File: config.mk
export PLATFORM = sky130hd
export DESIGN_NAME = fmsg_host
export DESIGN_NICKNAME = d
export VERILOG_FILES = /design/src/core/fmsg_pkg.sv /design/src/core/fmsg_host.sv
export SDC_FILE = /design/constraint.sdc
export NUM_CORES = 1
export LEC_CHECK = 0
export BUFFER_PORTS_ARGS = -buffer_cell sky130_fd_sc_hd__buf_2
export CORE_ASPECT_RATIO = 2
export CORE_MARGIN = 4
export CORE_UTILIZATION = 53
export CTS_CLUSTER_DIAMETER = 150
export DETAILED_ROUTE_END_ITERATION = 7
export PLACE_DENSITY = 0.8
export SLEW_MARGIN = 15
export SYNTH_ARGS = -nofsm -noshare
export SYNTH_HDL_FRONTEND = slang
export SYNTH_SLANG_ARGS = --single-unit
export TNS_END_PERCENT = 50
File: constraint.sdc
create_clock -name pclk -period 3.1 [get_ports pclk]
set_clock_uncertainty 0.15 [all_clocks]
set_input_delay 0.62 -clock pclk [delete_from_list [all_inputs] [get_ports pclk]]
set_output_delay 0.62 -clock pclk [all_outputs]
set_load 0.05 [all_outputs]
File: src/core/fmsg_pkg.sv
// package for the flash mode and sector guard host controller
// assumes a 100 MHz pclk; the flash outside answers on its own pins with no clock
package fmsg_pkg;

   localparam int ADDR_W = 21;
   localparam int DATA_W = 16;
   localparam int CNT_W  = 16;
   localparam int APB_AW = 8;

   // register offsets
   localparam logic [APB_AW-1:0] OFS_CTRL   = 8'h00;
   localparam logic [APB_AW-1:0] OFS_ADDR   = 8'h04;
   localparam logic [APB_AW-1:0] OFS_WDATA  = 8'h08;
   localparam logic [APB_AW-1:0] OFS_RDATA  = 8'h0C;
   localparam logic [APB_AW-1:0] OFS_STATUS = 8'h10;

   // field positions
   localparam int CTRL_GO    = 0;
   localparam int CTRL_OP_LO = 1;
   localparam int CTRL_OP_HI = 2;
   localparam int CTRL_A9ID  = 3;
   localparam int CTRL_RSTID = 4;
   localparam int CTRL_WP    = 5;
   localparam int STAT_BUSY  = 0;
   localparam int STAT_RYBY  = 1;
   localparam int STAT_RESTART = 2;
   localparam int STAT_DONE  = 3;

   // reset values
   localparam logic CTRL_WP_RST = 1'b1;

   typedef enum logic [1:0] {
      FMSG_OP_READ    = 2'h0,
      FMSG_OP_WRITE   = 2'h1,
      FMSG_OP_HWRESET = 2'h2
   } fmsg_op_t;

   // timing, ns as given, cycles derived
   localparam int T_CLK_NS  = 10;
   localparam int T_SEL_NS  = 90;
   localparam int T_WE_NS   = 35;
   localparam int T_WREC_NS = 20;
   localparam int T_RP_NS   = 500;
   localparam int T_RH_NS   = 50;

   function automatic int ceil_cyc(input int ns);
      return (ns + T_CLK_NS - 1) / T_CLK_NS;
   endfunction

   localparam logic [CNT_W-1:0] SEL_CYC  = CNT_W'(ceil_cyc(T_SEL_NS));
   localparam logic [CNT_W-1:0] WE_CYC   = CNT_W'(ceil_cyc(T_WE_NS));
   localparam logic [CNT_W-1:0] WREC_CYC = CNT_W'(ceil_cyc(T_WREC_NS));
   localparam logic [CNT_W-1:0] RP_CYC   = CNT_W'(ceil_cyc(T_RP_NS));
   localparam logic [CNT_W-1:0] RH_CYC   = CNT_W'(ceil_cyc(T_RH_NS));

   typedef enum logic [7:0] {
      FMSG_IDLE     = 8'h01,
      FMSG_RD_ACC   = 8'h02,
      FMSG_WR_SETUP = 8'h04,
      FMSG_WR_LOW   = 8'h08,
      FMSG_WR_HOLD  = 8'h10,
      FMSG_RST_LOW  = 8'h20,
      FMSG_RST_WAIT = 8'h40,
      FMSG_RST_REC  = 8'h80
   } fmsg_state_t;

   // pins driven toward the flash
   typedef struct packed {
      logic [ADDR_W-1:0] addr;
      logic [DATA_W-1:0] dq_out;
      logic              dq_oe_n;
      logic              ce_n;
      logic              oe_n;
      logic              we_n;
      logic              reset_n;
      logic              reset_id_level;
      logic              addr9_id_level;
      logic              protect_accel_pin;
   } fmsg_pins_t;

endpackage

File: src/core/fmsg_host.sv
// host controller that drives a parallel flash through its pins, ordered over APB
// assumes the flash answers within its own timing; dq_in and ready_busy_n are synchronous to pclk
//
// Operation
// - wait select-to-data time before trusting reads
// - host flags operation interrupted by reset; software reissues it
// - idle reset finishes quickly; wait release recovery
// - programmer autoselect sets a9 level, address bits
// - protect method uses normal bus cycles
//
// Added by the designer: the APB register port and the placing of the registers.
`timescale 1ns/1ps

module fmsg_host (
   input  wire logic                       pclk,
   input  wire logic                       presetn,
   input  wire logic                       psel,
   input  wire logic                       penable,
   input  wire logic                       pwrite,
   input  wire logic [fmsg_pkg::APB_AW-1:0] paddr,
   input  wire logic [31:0]                pwdata,
   output logic      [31:0]                prdata,
   output logic                            pready,
   output logic                            pslverr,
   output fmsg_pkg::fmsg_pins_t            flash_pins,
   input  wire logic [fmsg_pkg::DATA_W-1:0] dq_in,
   input  wire logic                       ready_busy_n
);

   fmsg_pkg::fmsg_state_t        st;
   fmsg_pkg::fmsg_state_t        next_st;
   logic [fmsg_pkg::CNT_W-1:0]   cnt;
   logic [fmsg_pkg::CNT_W-1:0]   next_cnt;
   logic [1:0]                   ctrl_op;
   logic                         ctrl_a9id;
   logic                         ctrl_rstid;
   logic                         ctrl_wp;
   logic                         next_a9id;
   logic                         next_rstid;
   logic [fmsg_pkg::ADDR_W-1:0]  addr_reg;
   logic [fmsg_pkg::DATA_W-1:0]  wdata_reg;
   logic [fmsg_pkg::DATA_W-1:0]  rdata;
   logic                         restart_needed;
   logic                         done;
   logic                         access;
   logic                         wr;
   logic                         mapped;
   logic                         idle;
   logic                         start;
   logic                         rd_capture;
   logic                         rst_on_busy;
   logic [1:0]                   wr_op;

   // apb slave, zero wait states
   assign access  = psel & penable;
   assign wr      = access & pwrite;
   assign idle    = (st == fmsg_pkg::FMSG_IDLE);
   assign mapped  = (paddr == fmsg_pkg::OFS_CTRL) | (paddr == fmsg_pkg::OFS_ADDR) |
                    (paddr == fmsg_pkg::OFS_WDATA) | (paddr == fmsg_pkg::OFS_RDATA) |
                    (paddr == fmsg_pkg::OFS_STATUS);
   assign pready  = 1'b1;
   assign pslverr = access & ~mapped;
   assign wr_op   = pwdata[fmsg_pkg::CTRL_OP_HI:fmsg_pkg::CTRL_OP_LO];
   assign start   = wr & idle & (paddr == fmsg_pkg::OFS_CTRL) & pwdata[fmsg_pkg::CTRL_GO] &
                    (wr_op != 2'h3);

   always_comb begin
      prdata = 32'h0000_0000;
      case (paddr)
         fmsg_pkg::OFS_CTRL: begin
            prdata[fmsg_pkg::CTRL_OP_HI:fmsg_pkg::CTRL_OP_LO] = ctrl_op;
            prdata[fmsg_pkg::CTRL_A9ID]  = ctrl_a9id;
            prdata[fmsg_pkg::CTRL_RSTID] = ctrl_rstid;
            prdata[fmsg_pkg::CTRL_WP]    = ctrl_wp;
         end
         fmsg_pkg::OFS_ADDR:  prdata[fmsg_pkg::ADDR_W-1:0] = addr_reg;
         fmsg_pkg::OFS_WDATA: prdata[fmsg_pkg::DATA_W-1:0] = wdata_reg;
         fmsg_pkg::OFS_RDATA: prdata[fmsg_pkg::DATA_W-1:0] = rdata;
         fmsg_pkg::OFS_STATUS: begin
            prdata[fmsg_pkg::STAT_BUSY]    = ~idle;
            prdata[fmsg_pkg::STAT_RYBY]    = ready_busy_n;
            prdata[fmsg_pkg::STAT_RESTART] = restart_needed;
            prdata[fmsg_pkg::STAT_DONE]    = done;
         end
         default: prdata = 32'h0000_0000;
      endcase
   end

   // qualifier levels as they will stand after this edge; ctrl writes only land while idle
   always_comb begin
      next_a9id  = ctrl_a9id;
      next_rstid = ctrl_rstid;
      if (wr && idle && paddr == fmsg_pkg::OFS_CTRL) begin
         next_a9id  = pwdata[fmsg_pkg::CTRL_A9ID];
         next_rstid = pwdata[fmsg_pkg::CTRL_RSTID];
      end
   end

   // control registers, frozen while an operation runs
   always_ff @(posedge pclk or negedge presetn) begin
      if (!presetn) begin
         ctrl_op    <= 2'h0;
         ctrl_a9id  <= 1'b0;
         ctrl_rstid <= 1'b0;
         ctrl_wp    <= fmsg_pkg::CTRL_WP_RST;
         addr_reg   <= '0;
         wdata_reg  <= '0;
      end else if (wr && idle) begin
         case (paddr)
            fmsg_pkg::OFS_CTRL: begin
               ctrl_op    <= wr_op;
               ctrl_a9id  <= pwdata[fmsg_pkg::CTRL_A9ID];
               ctrl_rstid <= pwdata[fmsg_pkg::CTRL_RSTID];
               ctrl_wp    <= pwdata[fmsg_pkg::CTRL_WP];
            end
            fmsg_pkg::OFS_ADDR:  addr_reg  <= pwdata[fmsg_pkg::ADDR_W-1:0];
            fmsg_pkg::OFS_WDATA: wdata_reg <= pwdata[fmsg_pkg::DATA_W-1:0];
            default: ;
         endcase
      end
   end

   // sequencer
   always_comb begin
      next_st  = st;
      next_cnt = cnt + 1'b1;
      case (st)
         fmsg_pkg::FMSG_IDLE: begin
            next_cnt = '0;
            if (start) begin
               case (wr_op)
                  fmsg_pkg::FMSG_OP_READ:    next_st = fmsg_pkg::FMSG_RD_ACC;
                  fmsg_pkg::FMSG_OP_WRITE:   next_st = fmsg_pkg::FMSG_WR_SETUP;
                  fmsg_pkg::FMSG_OP_HWRESET: next_st = fmsg_pkg::FMSG_RST_LOW;
                  default:                   next_st = fmsg_pkg::FMSG_IDLE;
               endcase
            end
         end
         fmsg_pkg::FMSG_RD_ACC: begin
            // data is trusted only after the full select-to-data time
            if (cnt == fmsg_pkg::SEL_CYC - 1'b1) begin
               next_st  = fmsg_pkg::FMSG_IDLE;
               next_cnt = '0;
            end
         end
         fmsg_pkg::FMSG_WR_SETUP: begin
            next_st  = fmsg_pkg::FMSG_WR_LOW;
            next_cnt = '0;
         end
         fmsg_pkg::FMSG_WR_LOW: begin
            if (cnt == fmsg_pkg::WE_CYC - 1'b1) begin
               next_st  = fmsg_pkg::FMSG_WR_HOLD;
               next_cnt = '0;
            end
         end
         fmsg_pkg::FMSG_WR_HOLD: begin
            if (cnt == fmsg_pkg::WREC_CYC - 1'b1) begin
               next_st  = fmsg_pkg::FMSG_IDLE;
               next_cnt = '0;
            end
         end
         fmsg_pkg::FMSG_RST_LOW: begin
            if (cnt == fmsg_pkg::RP_CYC - 1'b1) begin
               next_st  = fmsg_pkg::FMSG_RST_WAIT;
               next_cnt = '0;
            end
         end
         fmsg_pkg::FMSG_RST_WAIT: begin
            // busy output stays low until the device's own reset ends
            next_cnt = '0;
            if (ready_busy_n) begin
               next_st = fmsg_pkg::FMSG_RST_REC;
            end
         end
         fmsg_pkg::FMSG_RST_REC: begin
            // recovery before any read after reset release
            if (cnt == fmsg_pkg::RH_CYC - 1'b1) begin
               next_st  = fmsg_pkg::FMSG_IDLE;
               next_cnt = '0;
            end
         end
         default: begin
            next_st  = fmsg_pkg::FMSG_IDLE;
            next_cnt = '0;
         end
      endcase
   end

   always_ff @(posedge pclk or negedge presetn) begin
      if (!presetn) begin
         st  <= fmsg_pkg::FMSG_IDLE;
         cnt <= '0;
      end else begin
         st  <= next_st;
         cnt <= next_cnt;
      end
   end

   // pins follow the state being entered
   always_ff @(posedge pclk or negedge presetn) begin
      if (!presetn) begin
         flash_pins.addr              <= '0;
         flash_pins.dq_out            <= '0;
         flash_pins.dq_oe_n           <= 1'b1;
         flash_pins.ce_n              <= 1'b1;
         flash_pins.oe_n              <= 1'b1;
         flash_pins.we_n              <= 1'b1;
         flash_pins.reset_n           <= 1'b1;
         flash_pins.reset_id_level    <= 1'b0;
         flash_pins.addr9_id_level    <= 1'b0;
         flash_pins.protect_accel_pin <= fmsg_pkg::CTRL_WP_RST;
      end else begin
         flash_pins.addr    <= addr_reg;
         flash_pins.dq_out  <= wdata_reg;
         // deselected whenever no access runs, so the device rests in standby
         flash_pins.ce_n    <= ~(next_st == fmsg_pkg::FMSG_RD_ACC || next_st == fmsg_pkg::FMSG_WR_SETUP ||
                                 next_st == fmsg_pkg::FMSG_WR_LOW || next_st == fmsg_pkg::FMSG_WR_HOLD);
         flash_pins.oe_n    <= ~(next_st == fmsg_pkg::FMSG_RD_ACC);
         // plain bus cycles also carry the protect method's writes
         flash_pins.we_n    <= ~(next_st == fmsg_pkg::FMSG_WR_LOW);
         flash_pins.dq_oe_n <= ~(next_st == fmsg_pkg::FMSG_WR_SETUP || next_st == fmsg_pkg::FMSG_WR_LOW ||
                                 next_st == fmsg_pkg::FMSG_WR_HOLD);
         flash_pins.reset_n <= ~(next_st == fmsg_pkg::FMSG_RST_LOW);
         // elevated levels as their own qualifiers
         flash_pins.reset_id_level <= next_rstid & (next_st != fmsg_pkg::FMSG_RST_LOW);
         // programmer autoselect: a9 level only across a read, address from the register
         flash_pins.addr9_id_level <= next_a9id & (next_st == fmsg_pkg::FMSG_RD_ACC);
         flash_pins.protect_accel_pin <= ctrl_wp;
      end
   end

   // read data and status flags; set wins over a write-one clear
   assign rd_capture  = (st == fmsg_pkg::FMSG_RD_ACC) && (cnt == fmsg_pkg::SEL_CYC - 1'b1);
   assign rst_on_busy = (st == fmsg_pkg::FMSG_RST_LOW) && (cnt == '0) && !ready_busy_n;

   always_ff @(posedge pclk or negedge presetn) begin
      if (!presetn) begin
         rdata          <= '0;
         restart_needed <= 1'b0;
         done           <= 1'b0;
      end else begin
         if (rd_capture) begin
            rdata <= dq_in;
         end
         // reset hit a running operation: software must reissue it
         if (rst_on_busy) begin
            restart_needed <= 1'b1;
         end else if (wr && paddr == fmsg_pkg::OFS_STATUS && pwdata[fmsg_pkg::STAT_RESTART]) begin
            restart_needed <= 1'b0;
         end
         if (!idle && next_st == fmsg_pkg::FMSG_IDLE) begin
            done <= 1'b1;
         end else if (wr && paddr == fmsg_pkg::OFS_STATUS && pwdata[fmsg_pkg::STAT_DONE]) begin
            done <= 1'b0;
         end
      end
   end

   // helper counters for the checks below
   logic [fmsg_pkg::CNT_W-1:0] ce_low_cnt;
   logic [fmsg_pkg::CNT_W-1:0] rst_low_cnt;
   logic [fmsg_pkg::CNT_W-1:0] since_rst_hi;

   always_ff @(posedge pclk or negedge presetn) begin
      if (!presetn) begin
         ce_low_cnt   <= '0;
         rst_low_cnt  <= '0;
         since_rst_hi <= '1;
      end else begin
         ce_low_cnt   <= flash_pins.ce_n ? '0 : ce_low_cnt + 1'b1;
         rst_low_cnt  <= flash_pins.reset_n ? '0 : rst_low_cnt + 1'b1;
         if (!flash_pins.reset_n) begin
            since_rst_hi <= '0;
         end else if (since_rst_hi != '1) begin
            since_rst_hi <= since_rst_hi + 1'b1;
         end
      end
   end
endmodule

==> run metrics, run 1 <==
outcome=completed; CTS Hold Bufs=0; Crit path arrival time=approximately 2.1 ns; HPWL Detailed=9.553 mm; met2 usage=a little over two fifths; post-CTS setup buffers=0; Final period util=93.48%; layout overhead on the synthesized area=24.51%; met1 Track Usage GR=24.20%; CTS root buffer=clkbuf_16; proportion of layout cells with a drive suffix above 1=45.16%; Peak Freq=345.1 MHz; first-pass GRT wire length=approximately 22 mm; total CTS buffers=17; Die Area=12,230 um2; largest net degree at the start of global routing=53; H-tree Lvls=4; Filler Cell Count=760; Syn Inst Count=about 440; Hold WS=0.1082 ns; clock latency at the later pin of the worst-skew pair=~0.4 ns; Hold Path Class=in -> async; routed len/inst=18.73 um; via count=3,935; layer with the highest usage=met2; Core Rows=52; Residual DRC=0; total global routing overflow=0; CTS-repair resized insts=0; Antenna Cells=0; Largest register FFs=45; Yosys cell types=57; asr flop ratio synth=100.0%; core outline area=~10,000 um2; PwrDens=just under 600 nW/um2; TritonRoute pass-1 iters=4; Slew HR=54.50%; TritonCTS clock tree=yes; port bufs=roughly 120; Post-Route WL=13.35 mm; clock-pin slew on the worst setup and hold paths=about 0.060 ns; post-synthesis register bit count=approximately 130; GRT met3 Usage=between 4 and 5%; routed vias/inst=5.519; Setup Crit Path Kind=in -> out; Final Wtd Congestion=0.8954; Final setup viols=0; pins over their slew limit=0; Worst Setup End Kind=primary output; post-route ant nets=0; Clock Path Buffers=2; fin crit period=2.898 ns; Die Wd=roughly 80 um; IO Pins=141; final net count=630; initial core utilization=54.47%; worst endpoint required time=2.33 ns; Hold Vio Cnt, Final=0; Most used DFF post-synth=dfrtp_1; initial DRC count=279; MaxCap Viol Count=0; Slew @ Worst Pin=0.6825 ns; crit-path max FO=15; Worst Setup Start Kind=input pin; Yosys warning count=0; CTS sink cnt=129; synthesized area=between 5000 and 6000 um2; Seq/Total Area, Yosys=approximately three fifths; Total GRT Usage=23.22%; Power Total=a little under 4000 uW; vias in the first global route=4,267; initial antenna violation count=0; VDD IR max=0.5471 mV; die span in y=152.4 um; Syn Area/Cell=12.71 um2; Leak Pwr=about 0.0036 uW; EDFF count, synth=0; RSZ-0062 raised after global routing=no; TNS Setup=0 ns
per-layer routing:
metal	share of wire, %	routed length [um]	vias to the layer above
met5	0	0	-
met4	3.5	467	0
met3	4.7	622	35
met2	56	7520	133
met1	36	4743	1980
li1	-	-	1787
cell usage after synthesis, drive strengths merged (2+ instances only):
master  count  area [um2]
a21oi       2       10.01
ha          3       37.54
nand2      18       67.56
nand2b      2       12.51
nand3b      4       30.03
and2b       2       16.27
o21ai       5       25.02
and2        4       25.02
a41o        2       20.02
nor2b       7       51.30
buf        19       140.1
nor4        8       56.30
mux4        2       45.04
nor4b       3       41.29
or2         2       12.51
a22oi      14       105.1
or4         2       18.77
conb        2       7.510
inv         7       26.28
nand3       8       40.04
dfstp       8       210.2
nor3b       2       15.01
nor3        6       40.04
dfrtp     121        3028
and3       12       75.07
a221o       3       30.03
xor2       11       96.34
clkbuf     12       45.04
mux2       72       810.8
nand4       7       43.79
xnor2       5       43.79
nor2       44       167.7
a31oi       3       18.77
a311oi      2       23.77
path summary, 6_finish.rpt:
| check | slack [ns] | start | cells past startpoint | endpoint |
|---|---|---|---|---|
| max | 0.20 | paddr[5] | 7 | prdata[1] |
| min | 0.11 | presetn | 1 | flash_pins[40]$_DFF_PN0_ |
| max reg2reg | 0.33 | cnt[12]$_DFF_PN0_ | 6 | flash_pins[6]$_DFF_PN1_ |
| min reg2reg | 0.22 | ctrl_wp$_DFFE_PN1N_ | 0 | flash_pins[0]$_DFF_PN1_ |
| max in group asynchronous | 1.93 | presetn | 2 | flash_pins[5]$_DFF_PN1_ |
| min in group pclk | 0.22 | ctrl_wp$_DFFE_PN1N_ | 0 | flash_pins[0]$_DFF_PN1_ |
layout make-up:
type	instances	area, um2	area share, %
timing repair buffer	132	725.7	10.54
clock buffer	19	442.9	6.434
multi-input combinational	278	2143	31.13
clock inverter	13	138.9	2.017
tap	135	168.9	2.454
sequential	129	3238	47.04
inverter	7	26.28	0.3817
logic make-up (layout without fill, tap and decap cells):
family / Yosys count / count (layout) / share of synthesized area (%)
and+or+nand+nor: 133 / 133 / 13.19
xor gates and xnor gates: 16 / 16 / 2.534
AOI/OAI and AO/OA: 40 / 40 / 5.590
other: 2 / 12 / 0.1358
DFF: 129 / 129 / 58.57
adders and majority gates: 3 / 3 / 0.6790
buffers and inverters: 38 / 171 / 3.824
muxes: 74 / 74 / 15.48
critical path: stages:
cell     delay [ns]
buf_2          0.09
nor3_1         0.17
nand2_1        0.17
or2_2          0.49
nor2_1         0.15
a221o_1        0.16
buf_2          0.28
report_power, final:
part | switching (uW) | internal [uW] | total [uW]
combinational | 214 | 104 | 317
clock | 712 | 1200 | 1920
sequential | 23.0 | 1720 | 1740
total | 948 | 3020 | 3970
cell usage in the layout, fill, tap and decap left out, drive strengths merged, types with 4 or more instances in the layout:
master,synthesis,final
conb,2,12
dfstp,8,8
xor2,11,11
clkbuf,12,19
nand3b,4,4
nor3,6,6
nor2b,7,7
clkinv,0,8
a22oi,14,14
mux2,72,72
xnor2,5,5
nand2,18,18
nand4,7,7
nor2,44,44
and3,12,12
inv,7,8
buf,19,132
nor4,8,8
o21ai,5,5
and2,4,4
nand3,8,8
dfrtp,121,121
through the flow:
stage / instance area (um2) / util [%] / cells / setup WS [ns]
global route: 6884 / 67.83 / 713 / 0.07993
floorplan: 5572 / - / 445 / -0.1932
CTS: 6872 / 67.70 / 713 / 0.1935
global placement: 6290 / 61.97 / 681 / 0.2110
detailed placement: 6290 / 61.97 / 681 / 0.2057
finish: 6884 / 67.83 / 713 / 0.2020
Power figures use the tool's default switching activity.
==> inputs of run 2 (changes only) <==
--- a/config.mk
+++ b/config.mk
@@ -5,13 +5,14 @@
 export SDC_FILE = /design/constraint.sdc
 export NUM_CORES = 1
 export LEC_CHECK = 0
-export BUFFER_PORTS_ARGS = -buffer_cell sky130_fd_sc_hd__buf_2
+export BUFFER_PORTS_ARGS = -buffer_cell sky130_fd_sc_hd__buf_4
 export CORE_ASPECT_RATIO = 2
 export CORE_MARGIN = 4
 export CORE_UTILIZATION = 53
 export CTS_CLUSTER_DIAMETER = 150
 export DETAILED_ROUTE_END_ITERATION = 7
 export PLACE_DENSITY = 0.8
+export RECOVER_POWER = 25
 export SLEW_MARGIN = 15
 export SYNTH_ARGS = -nofsm -noshare
 export SYNTH_HDL_FRONTEND = slang
==> run 2 against run 1 <==
  * Clock power rose by 2%
  * Total power increased by 1.8%
  * Global-route usage grew 1.1 points
  * Largest cell class unchanged
  * Worst hold slack gained 0.13 ns
  * Utilization grew 3.0 points
==> run metrics, run 2 (same netlist as run 1, synthesis figures left out) <==
Core Rows=52 (unchanged); Critical-path top delay cell=or2_2 (unchanged); vias in the first global route=4,401 (was 4,267); routed vias/inst=5.594 (was 5.519); crit path from=paddr[5] (unchanged); Die Area=12,230 um2 (unchanged); most common cell after layout, fill and taps aside=buf_4 (was dfrtp_1); Final Wtd Congestion=0.9016 (was 0.8954); proportion of layout cells with a drive suffix above 1=44.58% (was 45.16%); IO Pins=141 (unchanged); Hold Path Class=reg -> reg (was in -> async); Total GRT Usage=24.36% (was 23.22%); CTS Hold Bufs=0 (unchanged); Die Wd=80.22 um (unchanged); port bufs=117 (unchanged); Largest stage delay, worst path=0.50 ns (was 0.49 ns); Worst Setup End Kind=primary output (unchanged); H-tree Lvls=4 (unchanged); pins over their slew limit=0 (unchanged); PwrDens=562.3 nW/um2 (was 577.1 nW/um2); Sw Pwr=933.9 uW (was 948.4 uW); hold path depth=0; first-pass GRT wire length=22.39 mm (was 21.55 mm); worst endpoint required time=2.33 ns (about the same); layer with the highest usage=met2 (unchanged); Clock Power Share=48.5% (was 48.2%); Peak Freq=348.5 MHz (was 345.1 MHz); Switching Fraction=23.09% (was 23.87%); Hold Vio Cnt, Final=0 (unchanged); HPWL Detailed=10.22 mm (was 9.553 mm); Post-Route WL=14.19 mm (was 13.35 mm); met1 Track Usage GR=23.86% (was 24.20%); VDD IR max=0.4175 mV (was 0.5471 mV); total CTS buffers=17 (unchanged); Worst Hold Launch=addr_reg[15]$_DFFE_PN0P_; initial DRC count=221 (was 279); outcome=completed (unchanged); final net count=633 (was 630); Worst Setup Start Kind=input pin (unchanged); Slew @ Worst Pin=1.273 ns (was 0.6825 ns); cells on worst reg2reg path=6 (unchanged); layout overhead on the synthesized area=30.10% (was 24.51%); Filler Cell Count=722 (was 760); Residual DRC=0 (unchanged); largest net degree at the start of global routing=53 (unchanged); Levels on crit path=6 (was 7); Crit path arrival time=2.10 ns (was 2.13 ns); Clock Path Buffers=2 (unchanged); Util after Layout=70.87% (was 67.83%); Leak Pwr=0.003604 uW (was 0.003552 uW); TritonRoute pass-1 iters=4 (unchanged); fin crit period=2.869 ns (was 2.898 ns); post-route ant nets=0 (unchanged); routed len/inst=19.81 um (was 18.73 um); met2 usage=45.29% (was 42.48%); clock latency at the later pin of the worst-skew pair=0.40 ns (about the same); reg2reg start=cnt[9]$_DFF_PN0_ (was cnt[12]$_DFF_PN0_); clock-pin slew on the worst setup and hold paths=0.06 ns (about the same); via count=4,005 (was 3,935); Final period util=92.56% (was 93.48%); crit-path max FO=15 (unchanged); Hold WS=0.2391 ns (was 0.1082 ns); RSZ-0062 raised after global routing=no (unchanged); core outline area=10,150 um2 (unchanged); initial antenna violation count=0 (unchanged); CP bufs+invs=2 (unchanged); Largest register FFs=45 (unchanged); post-CTS setup buffers=0 (unchanged); Final setup viols=0 (unchanged); Slew HR=15.11% (was 54.50%); CTS sink cnt=129 (unchanged); setup slack after placement=0.2673 ns (was 0.2057 ns); die span in y=152.4 um (unchanged); TritonCTS clock tree=yes (unchanged); MaxCap Viol Count=0 (unchanged); Pint=3111 uW (was 3024 uW); TNS Setup=0 ns (unchanged); initial core utilization=54.47% (unchanged); Seq pwr share=43.0% (was 43.8%); CP Cell Sequence=buf_4 -> nor3_1 -> nand2_1 -> or2_2 -> o21ai_1 -> buf_4 (was buf_2 -> nor3_1 -> nand2_1 -> or2_2 -> nor2_1 -> a221o_1 -> buf_2); CTS-repair resized insts=0 (unchanged); placed inst area=6603 um2 (was 6290 um2); final instance area=7193 um2 (was 6884 um2); Antenna Cells=0 (unchanged); GRT met3 Usage=6.331% (was 4.852%); most frequent cells in the layout=buf_4, dfrtp_1, mux2_2 (was dfrtp_1, buf_2, mux2_2); Setup Crit Path Kind=in -> out (unchanged); CTS root buffer=clkbuf_16 (unchanged); Comb pwr share=8.5% (was 8.0%); Top delay family on crit path=simple AND/OR/NAND/NOR gates (unchanged); setup slack after layout=0.2306 ns (was 0.2020 ns); total global routing overflow=0 (unchanged); CP dominant cell by count=buf_4 (was buf_2)
==> run 2: cell types whose count changed in the layout (fill, tap and decap cells not counted), sizes merged <==
cell	delta
buf	+2
clkinvlp	+1
clkbuf	+6
clkinv	-6
==> run 2: power by group through the flow <==
| stage | clock network (uW) | logic [uW] | registers [uW] |
|---|---|---|---|
| 2_1_floorplan | 0 | 175 | 1790 |
| 3_3_place_gp | 0 | 334 | 1770 |
| 3_5_place_dp | 0 | 340 | 1770 |
| 4_1_cts | 1990 | 342 | 1740 |
| 5_1_grt | 2080 | 368 | 1740 |
| 6_report | 1960 | 343 | 1740 |
==> run 2: cell type report <==
| class | count | area [um2] | share of cell area [%] |
|---|---|---|---|
| timing repair buffer | 135 | 1036 | 14.40 |
| multi-input combinational | 278 | 2131 | 29.62 |
| inverter | 7 | 26.28 | 0.3653 |
| clock inverter | 8 | 101.3 | 1.409 |
| tap | 135 | 168.9 | 2.348 |
| sequential | 129 | 3238 | 45.02 |
| clock buffer | 24 | 491.7 | 6.836 |
==> run 2: routing by layer <==
layer | wire length (um) | vias up | part of all wire (%)
li1 | - | 1791 | -
met2 | 8136 | 171 | 57
met1 | 4706 | 2005 | 33
met5 | 0 | - | 0
met4 | 540 | 0 | 3.8
met3 | 802 | 38 | 5.7
==> run 2: final timing paths <==
check / to / slack, ns
max in group asynchronous: wdata_reg[0]$_DFFE_PN0P_ / 1.51
setup reg to reg: flash_pins[6]$_DFF_PN1_ / 0.40
hold / removal: flash_pins[39]$_DFF_PN0_ / 0.24
min in group asynchronous: flash_pins[42]$_DFF_PN0_ / 0.33
hold reg to reg: flash_pins[39]$_DFF_PN0_ / 0.24
setup / recovery: prdata[0] / 0.23
==> run 2: metrics by stage <==
| stage | total power [uW] | instances |
|---|---|---|
| after floorplan | 1966 | 445 |
| after global placement | 2100 | 684 |
| after detailed placement | 2108 | 684 |
| after CTS | 4074 | 716 |
| after global routing | 4187 | 716 |
| final | 4045 | 716 |
==> inputs of run 3 (changes only) <==
--- a/config.mk
+++ b/config.mk
@@ -5,6 +5,7 @@
 export SDC_FILE = /design/constraint.sdc
 export NUM_CORES = 1
 export LEC_CHECK = 0
+export ABC_AREA = 1
 export BUFFER_PORTS_ARGS = -buffer_cell sky130_fd_sc_hd__buf_4
 export CORE_ASPECT_RATIO = 2
 export CORE_MARGIN = 4
==> run 3 against run 2 <==
  * Utilization fell by 0.26 points
  * The flow now finishes with violations (capacitance limit, slew limit)
  * Combinational power fell by 6%
  * Critical path type unchanged
  * Synthesized cell count rose by 41%
  * Die area barely moved
  * Sequential power barely moved
  * Setup slack got worse by 0.16 ns
  * Wire length rose by 4.8%
  * Final cell count rose by 24%
==> run metrics, run 3 <==
outcome=finished with violations (was completed); failing checks=capacitance limit, slew limit; HPWL Detailed=10.42 mm (was 10.22 mm); Seq/Total Area, Yosys=58.61% (was 58.57%); Sw Pwr=967.7 uW (was 933.9 uW); largest net degree at the start of global routing=56 (was 53); Syn Area/Cell=8.984 um2 (was 12.71 um2); Critical-path top delay cell=nor4_2 (was or2_2); most numerous cell in the Yosys netlist=nand2_1 (was dfrtp_1); Comb pwr share=7.7% (was 8.5%); CP Cell Sequence=buf_4 -> nor2_1 -> nand2_1 -> nor4_2 -> nand2_1 -> clkinvlp_4 -> a21oi_1 -> o21ai_0 -> buf_4 (was buf_4 -> nor3_1 -> nand2_1 -> or2_2 -> o21ai_1 -> buf_4); synthesized area=5525 um2 (was 5529 um2); Post-Route WL=14.86 mm (was 14.19 mm); Core Rows=52 (unchanged); Yosys warning count=0 (unchanged); IO Pins=141 (unchanged); Total GRT Usage=25.06% (was 24.36%); Slew @ Worst Pin=1.831 ns (was 1.273 ns); Post-synth top cells=nand2_1, dfrtp_1, inv_1 (was dfrtp_1, mux2_2, nor2_1); Final period util=97.63% (was 92.56%); fin crit period=3.027 ns (was 2.869 ns); EDFF count, synth=0 (unchanged); pins over their slew limit=36 (was 0); asr flop ratio synth=100.0% (unchanged); Peak Freq=330.4 MHz (was 348.5 MHz); port bufs=117 (unchanged); routed vias/inst=5.249 (was 5.594); Residual DRC=0 (unchanged); Worst Setup End Kind=primary output (unchanged); TritonCTS clock tree=yes (unchanged); Area contributors post-synth=dfrtp_1, nand2_1, inv_1 (was dfrtp_1, mux2_2, dfstp_2); CTS Hold Bufs=0 (unchanged); dpl cells=859 (was 684); most frequent cells in the layout=nand2_1, buf_4, dfrtp_1 (was buf_4, dfrtp_1, mux2_2); post-CTS setup buffers=0 (unchanged); Hold WS=0.2306 ns (was 0.2391 ns); Antenna Cells=0 (unchanged); layout overhead on the synthesized area=29.71% (was 30.10%); clock-pin slew on the worst setup and hold paths=0.06 ns (about the same); Largest register FFs=45 (unchanged); worst endpoint required time=2.33 ns (about the same); initial DRC count=377 (was 221); proportion of layout cells with a drive suffix above 1=25.56% (was 44.58%); Top delay family on crit path=simple AND/OR/NAND/NOR gates (unchanged); Seq pwr share=41.2% (was 43.0%); crit-path max FO=11 (was 15); most common cell after layout, fill and taps aside=nand2_1 (was buf_4); Final setup viols=0 (unchanged); Die Area=12,220 um2 (was 12,230 um2); total global routing overflow=0 (unchanged); via count=4,672 (was 4,005); final net count=808 (was 633); Final Wtd Congestion=0.8979 (was 0.9016); Slew HR=-22.04% (was 15.11%); Filler Cell Count=777 (was 722); vias in the first global route=4,969 (was 4,401); GRT met3 Usage=6.923% (was 6.331%); Yosys top cell by area=dfrtp_1 (unchanged); core outline area=10,150 um2 (unchanged); clock latency at the later pin of the worst-skew pair=0.41 ns (was 0.40 ns); Hold Path Class=reg -> reg (unchanged); MaxCap Viol Count=1 (was 0); routed len/inst=16.70 um (was 19.81 um); Leak Pwr=0.003698 uW (was 0.003604 uW); Pint=3240 uW (was 3111 uW); VDD IR max=0.4656 mV (was 0.4175 mV); initial core utilization=54.44% (was 54.47%); met2 usage=45.89% (was 45.29%); H-tree Lvls=4 (unchanged); CP bufs+invs=3 (was 2); PwrDens=587.1 nW/um2 (was 562.3 nW/um2); total CTS buffers=17 (unchanged); post-route ant nets=0 (unchanged); Die Wd=80.20 um (was 80.22 um); Switching Fraction=23.00% (was 23.09%); share of the synthesized area in the top cell type=54.80% (was 54.76%); Syn Inst Count=615 (was 435); Cell Count, Final, Fillers Out=890 (was 716); Most used DFF post-synth=dfrtp_1 (unchanged); TritonRoute pass-1 iters=5 (was 4); Clock Power Share=51.1% (was 48.5%); Yosys cell types=34 (was 57); Hold Vio Cnt, Final=0 (unchanged); die span in y=152.4 um (about the same); CTS sink cnt=129 (unchanged); initial antenna violation count=0 (unchanged); Worst Setup Start Kind=input pin (unchanged); post-synthesis register bit count=129 (unchanged); multi-input logic area=1848 um2 (was 2131 um2); Setup Crit Path Kind=in -> out (unchanged); met1 Track Usage GR=24.64% (was 23.86%); layer with the highest usage=met2 (unchanged); Crit path arrival time=2.26 ns (was 2.10 ns); total area of sequential cells=3238 um2 (unchanged); Largest stage delay, worst path=0.31 ns (was 0.50 ns); Clock Path Buffers=2 (unchanged); first-pass GRT wire length=23.52 mm (was 22.39 mm); CTS root buffer=clkbuf_16 (unchanged)
[run 3: power groups by stage]
| stage | registers [uW] | logic, uW | clock network (uW) |
|---|---|---|---|
| after floorplan | 1790 | 159 | 0 |
| after global placement | 1760 | 313 | 0 |
| after detailed placement | 1760 | 323 | 0 |
| after CTS | 1730 | 326 | 2170 |
| after global routing | 1730 | 354 | 2260 |
| final | 1730 | 324 | 2150 |
[run 3: kinds of logic after synthesis]
kind of cell             Yosys count  synth area share (%)
adder cells (fa/ha/maj)            3                0.6794
other                              2                0.1359
AND/OR/NAND/NOR                  264                 20.70
flip-flops                       129                 58.60
XOR/XNOR                          12                 1.902
AO/OA/AOI/OAI                     91                 9.194
buffers and inverters            114                 8.786
[run 3: final timing paths]
| path | endpoint | from | depth (start not counted) | slack (ns) |
|---|---|---|---|---|
| worst max-delay path | prdata[4] | paddr[7] | 9 | 0.07 |
| worst min-delay path | flash_pins[44]$_DFF_PN0_ | addr_reg[20]$_DFFE_PN0P_ | 0 | 0.23 |
| worst max register to register | rdata[12]$_DFFE_PN0P_ | cnt[0]$_DFF_PN0_ | 8 | 0.78 |
| worst min register to register | flash_pins[44]$_DFF_PN0_ | addr_reg[20]$_DFFE_PN0P_ | 0 | 0.23 |
| max in group asynchronous | wdata_reg[3]$_DFFE_PN0P_ | presetn | 2 | 0.56 |
| min in group asynchronous | flash_pins[41]$_DFF_PN0_ | presetn | 1 | 0.55 |
[run 3: per-stage QoR]
step / setup WS (ns) / area (um2) / setup TNS, ns / util [%] / total power [uW]
after floorplan: 0.05637 / 5563 / 0 / - / 1951
after global placement: 0.1536 / 6531 / 0 / 64.35 / 2074
after detailed placement: 0.06965 / 6531 / 0 / 64.35 / 2083
after CTS: 0.01599 / 7171 / 0 / 70.65 / 4224
after global routing: -0.1030 / 7167 / -0.2600 / 70.61 / 4353
final: 0.07342 / 7167 / 0 / 70.61 / 4208
[run 3: area by class of cell]
type / count / area share (%)
clock inverters: 13 / 2.933
repair buffers: 126 / 13.15
multi-input cells: 382 / 25.79
well taps: 135 / 2.357
inverters: 87 / 4.609
flip-flops and latches: 129 / 45.18
clock buffers: 18 / 5.988
[run 3: repair_timing]
item | in CTS | in global routing
hold endpoints to repair | 0 | 0
setup endpoints to repair | 0 | 7
resized for setup | 0 | 3
[run 3: layer usage]
metal | routed length [um] | vias up
li1 | - | 2175
met1 | 5069 | 2244
met2 | 8302 | 204
met3 | 910 | 49
met4 | 579 | 0
met5 | 0 | -
